File: config.mk
export PLATFORM = sky130hd
export DESIGN_NAME = abl_autobaud
export DESIGN_NICKNAME = d
export VERILOG_FILES = /design/src/logic/abl_pkg.sv /design/src/logic/abl_autobaud.sv
export SDC_FILE = /design/constraint.sdc
export NUM_CORES = 1
export LEC_CHECK = 0
export BUFFER_PORTS_ARGS = -buffer_cell sky130_fd_sc_hd__buf_4
export CORE_MARGIN = 2
export CORE_UTILIZATION = 65
export DETAILED_ROUTE_END_ITERATION = 12
export HOLD_SLACK_MARGIN = 0.06
export PLACE_DENSITY_LB_ADDON = 0.12
export SLEW_MARGIN = 20
export SYNTH_ARGS = -nofsm -noshare
export SYNTH_HDL_FRONTEND = slang
export SYNTH_SLANG_ARGS = --single-unit
File: constraint.sdc
create_clock -name core_clk -period 14.4 [get_ports core_clk]
set_clock_uncertainty 0.05 [all_clocks]
set_input_delay 0.72 -clock core_clk [delete_from_list [all_inputs] [get_ports core_clk]]
set_output_delay 0.72 -clock core_clk [all_outputs]
set_load 0.005 [all_outputs]
File: src/logic/abl_pkg.sv
// constants for the autobaud synchronisation loader
package abl_pkg;
   localparam int ABL_PRESCALE = 12;
   localparam logic [3:0] ABL_PRESCALE_LAST = 4'hB;
   localparam int ABL_CNT_W = 16;
   localparam int ABL_RELOAD_W = 10;
   localparam logic [7:0] ABL_SCALE = 8'hAB;
   localparam int ABL_SHIFT = 12;
   localparam logic [10:0] ABL_RELOAD_TOP = 11'h400;
   localparam logic [4:0] ABL_OVERSAMPLE_LAST = 5'h1F;
   localparam logic [7:0] ABL_ACK_BYTE = 8'h55;
   localparam int ABL_FRAME_BITS = 11;
   localparam logic [3:0] ABL_FRAME_LAST = 4'hA;

   typedef enum logic [5:0] {
      ABL_IDLE = 6'h01,
      ABL_WAIT_START = 6'h02,
      ABL_MEASURE = 6'h04,
      ABL_CALC = 6'h08,
      ABL_SEND = 6'h10,
      ABL_DONE = 6'h20
   } abl_state_type;
endpackage

File: src/logic/abl_autobaud.sv
// autobaud measurement, reload calculation and acknowledge transmitter
`timescale 1ns/1ns
module abl_autobaud
   import abl_pkg::*;
(
   input wire logic core_clk,
   input wire logic srst,
   input wire logic sector_check_failed,
   input wire logic serial_receive_pin,
   output logic serial_transmit_pin,
   output logic [ABL_CNT_W-1:0] measured_bit_count,
   output logic [ABL_RELOAD_W-1:0] baud_reload_value,
   output logic baud_gen_enable,
   output logic ack_busy,
   output logic command_phase
);
   // ----------------------------------------
   // state and datapath registers, with their combinational nets
   // ----------------------------------------
   abl_state_type state;
   logic [3:0] prescale;
   logic [ABL_CNT_W-1:0] measure_timer_count;
   logic rx_prev;
   logic [ABL_RELOAD_W-1:0] gen_count;
   logic [4:0] os_count;
   logic bit_tick;
   logic [3:0] bit_index;
   logic [ABL_FRAME_BITS-1:0] shifter;
   logic [23:0] product;
   logic [11:0] quotient;
   logic [10:0] next_reload;
   logic prescale_wrap;
   logic gen_wrap;
   logic frame_end;

   // ----------------------------------------
   // reload arithmetic
   // ----------------------------------------
   always_comb begin
      product = 24'(measure_timer_count) * 24'(ABL_SCALE);
      quotient = product[23:ABL_SHIFT] + 12'(product[ABL_SHIFT-1]);
      // counts beyond the host floor wrap here, as the rate limit warns
      next_reload = ABL_RELOAD_TOP - quotient[10:0];
   end

   // ----------------------------------------
   // shared strobes
   // ----------------------------------------
   assign prescale_wrap = (prescale == ABL_PRESCALE_LAST);
   assign gen_wrap = (gen_count == '1);
   assign frame_end = bit_tick && (bit_index == ABL_FRAME_LAST);

   // ----------------------------------------
   // sequencing
   // ----------------------------------------
   always_ff @(posedge core_clk) begin
      if (srst) begin
         state <= ABL_IDLE;
      end else begin
         unique case (state)
            ABL_IDLE: begin
               if (sector_check_failed) begin
                  state <= ABL_WAIT_START;
               end
            end
            ABL_WAIT_START: begin
               if (rx_prev && !serial_receive_pin) begin
                  state <= ABL_MEASURE;
               end
            end
            ABL_MEASURE: begin
               if (serial_receive_pin) begin
                  state <= ABL_CALC;
               end
            end
            ABL_CALC: begin
               state <= ABL_SEND;
            end
            ABL_SEND: begin
               if (frame_end) begin
                  state <= ABL_DONE;
               end
            end
            ABL_DONE: begin
               // no success check: only a reset brings the loader back
               state <= ABL_DONE;
            end
            default: state <= ABL_IDLE;
         endcase
      end
   end

   // ----------------------------------------
   // receive edge detector
   // ----------------------------------------
   // reset to the idle level, so release gives no false start edge
   always_ff @(posedge core_clk) begin
      if (srst) begin
         rx_prev <= 1'b1;
      end else begin
         rx_prev <= serial_receive_pin;
      end
   end

   // ----------------------------------------
   // measurement timer
   // ----------------------------------------
   always_ff @(posedge core_clk) begin
      if (srst) begin
         prescale <= 4'h0;
      end else if (state == ABL_WAIT_START) begin
         prescale <= 4'h0;
      end else if (state == ABL_MEASURE && !serial_receive_pin) begin
         prescale <= prescale_wrap ? 4'h0 : prescale + 4'h1;
      end
   end

   // saturates rather than wraps, so a long byte cannot alias a short one
   always_ff @(posedge core_clk) begin
      if (srst) begin
         measure_timer_count <= '0;
      end else if (state == ABL_WAIT_START) begin
         measure_timer_count <= '0;
      end else if (state == ABL_MEASURE && !serial_receive_pin && prescale_wrap) begin
         if (measure_timer_count != '1) begin
            measure_timer_count <= measure_timer_count + 1'b1;
         end
      end
   end

   // ----------------------------------------
   // latched results
   // ----------------------------------------
   always_ff @(posedge core_clk) begin
      if (srst) begin
         measured_bit_count <= '0;
      end else if (state == ABL_CALC) begin
         measured_bit_count <= measure_timer_count;
      end
   end

   always_ff @(posedge core_clk) begin
      if (srst) begin
         baud_reload_value <= '0;
      end else if (state == ABL_CALC) begin
         baud_reload_value <= next_reload[ABL_RELOAD_W-1:0];
      end
   end

   always_ff @(posedge core_clk) begin
      if (srst) begin
         baud_gen_enable <= 1'b0;
      end else if (state == ABL_CALC) begin
         baud_gen_enable <= 1'b1;
      end
   end

   // ----------------------------------------
   // baud generator: reload..1023, then /32
   // ----------------------------------------
   // parked at all ones so the first enabled edge loads the reload value;
   // the first bit is then short by at most one generator period
   always_ff @(posedge core_clk) begin
      if (srst || !baud_gen_enable) begin
         gen_count <= '1;
      end else if (gen_wrap) begin
         gen_count <= baud_reload_value;
      end else begin
         gen_count <= gen_count + 1'b1;
      end
   end

   always_ff @(posedge core_clk) begin
      if (srst || !baud_gen_enable) begin
         os_count <= 5'h0;
      end else if (gen_wrap) begin
         os_count <= os_count + 5'h1;
      end
   end

   always_ff @(posedge core_clk) begin
      if (srst || !baud_gen_enable) begin
         bit_tick <= 1'b0;
      end else begin
         bit_tick <= gen_wrap && (os_count == ABL_OVERSAMPLE_LAST);
      end
   end

   // ----------------------------------------
   // acknowledge transmitter, 8N2
   // ----------------------------------------
   always_ff @(posedge core_clk) begin
      if (srst) begin
         shifter <= '1;
      end else if (state == ABL_CALC) begin
         shifter <= {2'b11, ABL_ACK_BYTE, 1'b0};
      end else if (state == ABL_SEND && bit_tick) begin
         shifter <= {1'b1, shifter[ABL_FRAME_BITS-1:1]};
      end
   end

   always_ff @(posedge core_clk) begin
      if (srst) begin
         bit_index <= 4'h0;
      end else if (state == ABL_CALC) begin
         bit_index <= 4'h0;
      end else if (state == ABL_SEND && bit_tick) begin
         bit_index <= bit_index + 4'h1;
      end
   end

   // registered, so the line cannot glitch while state and shifter move
   always_ff @(posedge core_clk) begin
      if (srst) begin
         serial_transmit_pin <= 1'b1;
      end else if (state == ABL_CALC) begin
         serial_transmit_pin <= 1'b0;
      end else if (state == ABL_SEND) begin
         if (bit_tick) begin
            serial_transmit_pin <= frame_end ? 1'b1 : shifter[1];
         end
      end else begin
         serial_transmit_pin <= 1'b1;
      end
   end

   // ----------------------------------------
   // status outputs
   // ----------------------------------------
   assign ack_busy = (state == ABL_SEND);
   assign command_phase = (state == ABL_DONE);
endmodule

After elaboration in Yosys (flattened, before gate mapping)
Cells that the tools add are included.
{"block": "classes", "n_addsub": 7, "mux": 13, "n_eq_ne": 16, "n_reduce_logical": 14, "multipliers": 1}
{"operator": "case mux 6 bit (6 select lines)", "n": 1}
{"operator": "two-way mux 6 bit", "n": 4}
{"operator": "multiplier 16 x 8 -> 22 bit, second input constant", "n": 1}
{"operator": "two-way mux 9 bit", "n": 2}
{"operator": "adder 16 x 1 -> 16 bit, second input constant", "n": 1}
{"operator": "!= test 16 bit, second input constant", "n": 1}
{"operator": "adder 10 x 1 -> 10 bit", "n": 1}
{"operator": "adder 10 x 1 -> 10 bit, second input constant", "n": 1}
{"operator": "== test 10 bit, second input constant", "n": 1}
{"operator": "two-way mux 10 bit", "n": 1}
{"operator": "subtractor 1 x 10 -> 10 bit, first input constant", "n": 1}
{"operator": "adder 4 x 1 -> 4 bit, second input constant", "n": 2}
{"operator": "== test 4 bit, second input constant", "n": 2}
{"operator": "== test 6 x 1 -> 1 bit, second input constant", "n": 1}
{"operator": "== test 6 x 2 -> 1 bit, second input constant", "n": 1}
{"operator": "== test 6 x 3 -> 1 bit, second input constant", "n": 1}
{"operator": "== test 6 x 4 -> 1 bit, second input constant", "n": 1}
{"operator": "== test 6 x 5 -> 1 bit, second input constant", "n": 1}
{"operator": "== test 6 bit, second input constant", "n": 1}
{"operator": "logical AND 1 bit", "n": 6}
{"operator": "!= test 2 bit, second input constant", "n": 3}
{"operator": "adder 5 x 1 -> 5 bit, second input constant", "n": 1}
{"operator": "== test 5 bit, second input constant", "n": 1}
{"operator": "two-way mux 1 bit", "n": 4}
{"operator": "9 further kinds", "n": 11}
{"block": "word_totals", "register_bits": 84, "output_inout_bits": 30, "inputBits": 4, "elab_cells": 65}

Depth between registers and ports, before layout
{"block": "depth", "word_depth": 6, "mapped_depth": 24, "mapped_depth_nobuf": 24}

Worst setup path after synthesis
OpenSTA, ideal clock, no wires.
{"block": "synth_timing", "path_type": "reg2reg", "from": "reg measure_timer_count[5]", "to": "reg baud_reload_value[9]", "arrival_time_ps": 5523, "n_path_buf": 0, "period_less_slack_ps": 5635, "required_ps": 14287, "path_slack_ps": 8765, "path_stages_with_launch": 21, "setup_ps": 63, "path_cell_list": "dfxtp_1 > ha_1 > fa_1 > fa_1 > inv_1 > fa_1 > inv_1 > ha_1 > and4_4 > and2_1 > a311o_1 > a21o_1 > a21oi_1 > xor2_1 > ha_1 > a21o_1 > a21oi_1 > nor4b_1 > o32ai_1 > or3_1 > nand3b_1"}
{"block": "synth_via", "elab_chain_cells": 3}
{"element": "start: declaration", "line_no": "abl_autobaud.sv:22", "text": "logic [ABL_CNT_W-1:0] measure_timer_count;"}
{"element": "start signal: assignment", "line_no": "abl_autobaud.sv:126", "text": "measure_timer_count <= measure_timer_count + 1'b1;"}
{"element": "multiplier 16 x 8 -> 22 bit", "line_no": "abl_autobaud.sv:40", "text": "product = 24'(measure_timer_count) * 24'(ABL_SCALE);"}
{"element": "adder 10 x 1 -> 10 bit", "line_no": "abl_autobaud.sv:41", "text": "quotient = product[23:ABL_SHIFT] + 12'(product[ABL_SHIFT-1]);"}
{"element": "subtractor 1 x 10 -> 10 bit", "line_no": "abl_autobaud.sv:43", "text": "next_reload = ABL_RELOAD_TOP - quotient[10:0];"}
{"element": "end signal: assignment", "line_no": "abl_autobaud.sv:146", "text": "baud_reload_value <= next_reload[ABL_RELOAD_W-1:0];"}
{"element": "end: declaration", "line_no": "abl_autobaud.sv:12", "text": "output logic [ABL_RELOAD_W-1:0] baud_reload_value,"}
No other way between the ends.
A chain may end at the register's enable or synchronous reset.

Final worst setup path
Same ends and word-level chain as after synthesis.

==> run_results.csv <==
group,metric,value,unit
cells_and_area,design_area,6560,sq um
placed_design,placed_cell_area,6350,sq um
floorplan,die_area,10200,sq um
synthesis,synth_compound_area_frac,0.122,
setup_path,path_buf_inv,2,
clock_tree,clock_latency,0.38,ns
setup_path,start_kind,"flop",
clock_tree,clockRootBuffer,"clkbuf_8",
floorplan,die-height,101,microns
clock_tree,clock_sinks,83,
placed_design,place_inst,833,
synthesis,ys_seq_area_frac,0.273,
timing,hold_violations,0,
setup_path,slowest_stage,"fa_1",
synthesis,ys_warn_count,0,
synthesis,synth_ff_type,"dfxtp_1",
run_status,status,"completed",
detailed_routing,wl_per_cell,15.4,microns
cells_and_area,drive_above_1_share,0.0854,
grt,grt_pass1_vias,4774,
synthesis,syn_area_per_cell,8.57,sq um
clock_tree,cts_setup_buffers,0,
clock_tree,cts_hold_buf,0,
timing,slew_headroom,0.408,
grt,grt-ovfl-total,0,
synthesis,synthMuxAreaShare,0.00493,
power_and_ir_drop,leakagePower,3.20,nW
cells_and_area,instances_no_fill,849,
grt,antenna_found_initial,0,
setup_path,r2r_setup_slack,8.20,ns
floorplan,die_w,101,microns
floorplan,ioPinCount,34,
detailed_routing,vias,4848,
timing,setup_tns,0,ns
timing,finalCriticalPeriod,6.20,ns
floorplan,rows,35,
placed_design,place_congestion,0.984,
clock_tree,clk_path_buf_depth,2,
hold_path,holdPathEnd,"measured_bit_count[10]$_SDFFE_PP0N_",
detailed_routing,wl,13100,microns
setup_path,reg2reg_to,"baud_reload_value[9]$_SDFFE_PP0N_",
timing,setup_violations,0,
timing,rsz0062_at_grt,"no",
timing,fin_crit_sh,0.431,
synthesis,synth_xor_area_frac,0.0689,
setup_path,required,14.66,ns
setup_path,slowest_delay,0.55,ns
hold_path,hp-class,"reg2reg",
setup_path,path_cells,"ha_1 -> fa_1 -> fa_1 -> inv_1 -> fa_1 -> inv_1 -> ha_1 -> and4_4 -> and2_1 -> a311o_1 -> a21o_1 -> a21oi_1 -> xor2_1 -> ha_1 -> a21o_1 -> a21oi_1 -> nor4b_1 -> o32ai_1 -> or3_1 -> nand3b_1",
synthesis,synth_top_family_by_area,"adder cells",
synthesis,synth-async-reset-ratio,0,
cells_and_area,antennaDiodeCount,0,
synthesis,synth_adder_area_share,0.267,
timing,drv_slew,0,
clock_tree,cts.repair.resized,0,
clock_tree,ctsHtreeMaxLevel,3,
timing,max_slew.worst_pin.slew,0.882,ns
detailed_routing,avgViaCountPerCell,5.71,
synthesis,synth.cell_area,6090,sq um
setup_path,path_max_fanout,7,
synthesis,ys_ff_latch,83,
detailed_routing,first_pass_iters,4,
cells_and_area,layout_commonest_cell,"nand2_1",
timing,fin_ws,8.20,ns
synthesis,synthCells,710,
hold_path,hold_path_depth,2,
setup_path,rr_startpoint,"measure_timer_count[5]$_SDFFE_PP0P_",
setup_path,cp.arrival,6.47,ns
floorplan,core_area,9150,sq um
synthesis,synth_nets,824,
power_and_ir_drop,powerDensity,64.6,nW/um^2
synthesis,synth_edf_count,0,
placed_design,hpwl,10200,microns
setup_path,critical_path_class,"reg2reg",
detailed_routing,drt_iter0_markers,263,
placed_design,detailedPlace.worstSlack,8.24,ns
run,drv_cap,0,
detailed_routing,route.detailed.drc,0,
clock_tree,clk_transition_reported_paths,0.09,ns
grt,grt_max_degree,39,
timing,fmax,0.161,GHz
synthesis,synth.distinct_cells,60,
floorplan,start_util,0.665,
grt,grt_pass1_wl,22000,microns
clock_tree,tritoncts,"yes",
detailed_routing,ant_nets,0,
cells_and_area,fin_nets,847,
setup_path,end_kind,"flop",
cells_and_area,final_cell_mix,"nand2_1 (92), inv_1 (89), dfxtp_1 (83), ha_1 (77), nor2_1 (50)",
setup_path,ff2ff_path_depth,20,
setup_path,critical-path-top-delay-family,"adder cells",
cells_and_area,area_growth,7.77,%
placed_design,io_buffers,33,
grt,grt_use_total,0.273,
clock_tree,cts_buffers,9,
power_and_ir_drop,vdd_drop_max,46.6,uV
hold_path,hold_start,"measured_bit_count[10]$_SDFFE_PP0N_",
synthesis,synthSimpleGateAreaFrac,0.188,
registers in the layout (all words and copies together), names as in the netlist:
name                 flops
baud_gen_enable          1
baud_reload_value       10
bit_index                4
bit_tick                 1
gen_count               10
measure_timer_count     16
measured_bit_count      16
os_count                 5
prescale                 4
rx_prev                  1
serial_transmit_pin      1
shifter                  8
state                    6
through the flow:
step	utilization	total power, W	hold WS [ns]
finish	0.717	0.000424	0.409
global route	0.717	0.000436	0.440
CTS	0.716	0.000425	0.412
detailed placement	0.694	0.000252	0.401
global placement	0.694	0.000251	0.396
floorplan	-	0.000249	0.384
tightest hold or removal path: stages, from the launching register on:
cell	delay [ns]
dfxtp_1	0.32
nand2_1	0.05
a21oi_1	0.05
worst max-delay path by stage:
stage	cells after the start	end	startpoint	slack (ns)
floorplan	20	baud_reload_value[9]$_SDFFE_PP0N_	measure_timer_count[5]$_SDFFE_PP0P_	8.76
global placement	20	baud_reload_value[9]$_SDFFE_PP0N_	measure_timer_count[5]$_SDFFE_PP0P_	8.51
detailed placement	20	baud_reload_value[9]$_SDFFE_PP0N_	measure_timer_count[5]$_SDFFE_PP0P_	8.24
CTS	20	baud_reload_value[9]$_SDFFE_PP0N_	measure_timer_count[5]$_SDFFE_PP0P_	8.20
global route	20	baud_reload_value[9]$_SDFFE_PP0N_	measure_timer_count[5]$_SDFFE_PP0P_	7.88
finish	20	baud_reload_value[9]$_SDFFE_PP0N_	measure_timer_count[5]$_SDFFE_PP0P_	8.20
Yosys cell counts (3+ instances only):
cell type  instances  area share
and3_1            16       0.016
xor2_1            18       0.026
a21oi_1           47       0.039
xnor2_1           28       0.040
or3_1              4      0.0041
nand3b_1           4      0.0049
nand2_1           92       0.057
o21ai_0           20       0.016
o22ai_1            3      0.0031
a311o_1            3      0.0049
and2_1             3      0.0031
nor3_1            12      0.0099
ha_1              77        0.16
buf_6              6       0.011
fa_1              33        0.11
inv_1             89       0.055
a31oi_1            4      0.0041
a211oi_1           4      0.0049
nor2_1            50       0.031
clkbuf_1          16      0.0099
dfxtp_1           83        0.27
nand3_1           30       0.025
nand4_1            8      0.0082
mux2i_1            3      0.0049
a21o_1            10       0.012
logic make-up after synthesis:
logic type               Yosys count
AND/OR/NAND/NOR                  241
multiplexers                       3
XOR/XNOR                          47
flip-flops                        83
adder cells (fa/ha/maj)          110
buffers and inverters            112
AO/OA/AOI/OAI                    114
power by group:
group / switching [W] / internal [W] / total, W
clock: 0.0000943 / 0.0000823 / 0.000177
sequential: 0.00000205 / 0.000231 / 0.000233
combinational: 0.00000980 / 0.00000447 / 0.0000143
layout make-up:
| cell class | instances | area (sq um) |
|---|---|---|
| sequential | 83 | 1660 |
| timing repair buffer | 34 | 255 |
| multi-input combinational | 515 | 3960 |
| clock buffer | 10 | 128 |
| inverter | 90 | 338 |
| fill | 725 | 2590 |
| clock inverter | 6 | 73.8 |
| tap | 111 | 139 |
metal layers:
| metal | share of wire | GRT usage | up-vias |
|---|---|---|---|
| li1 | - | - | 2420 |
| met1 | 0.44 | 0.350 | 2291 |
| met2 | 0.49 | 0.470 | 111 |
| met3 | 0.046 | 0.0423 | 26 |
| met4 | 0.026 | 0.0906 | 0 |
| met5 | 0 | 0 | - |
No activity file was read; power rests on OpenSTA's default activity.
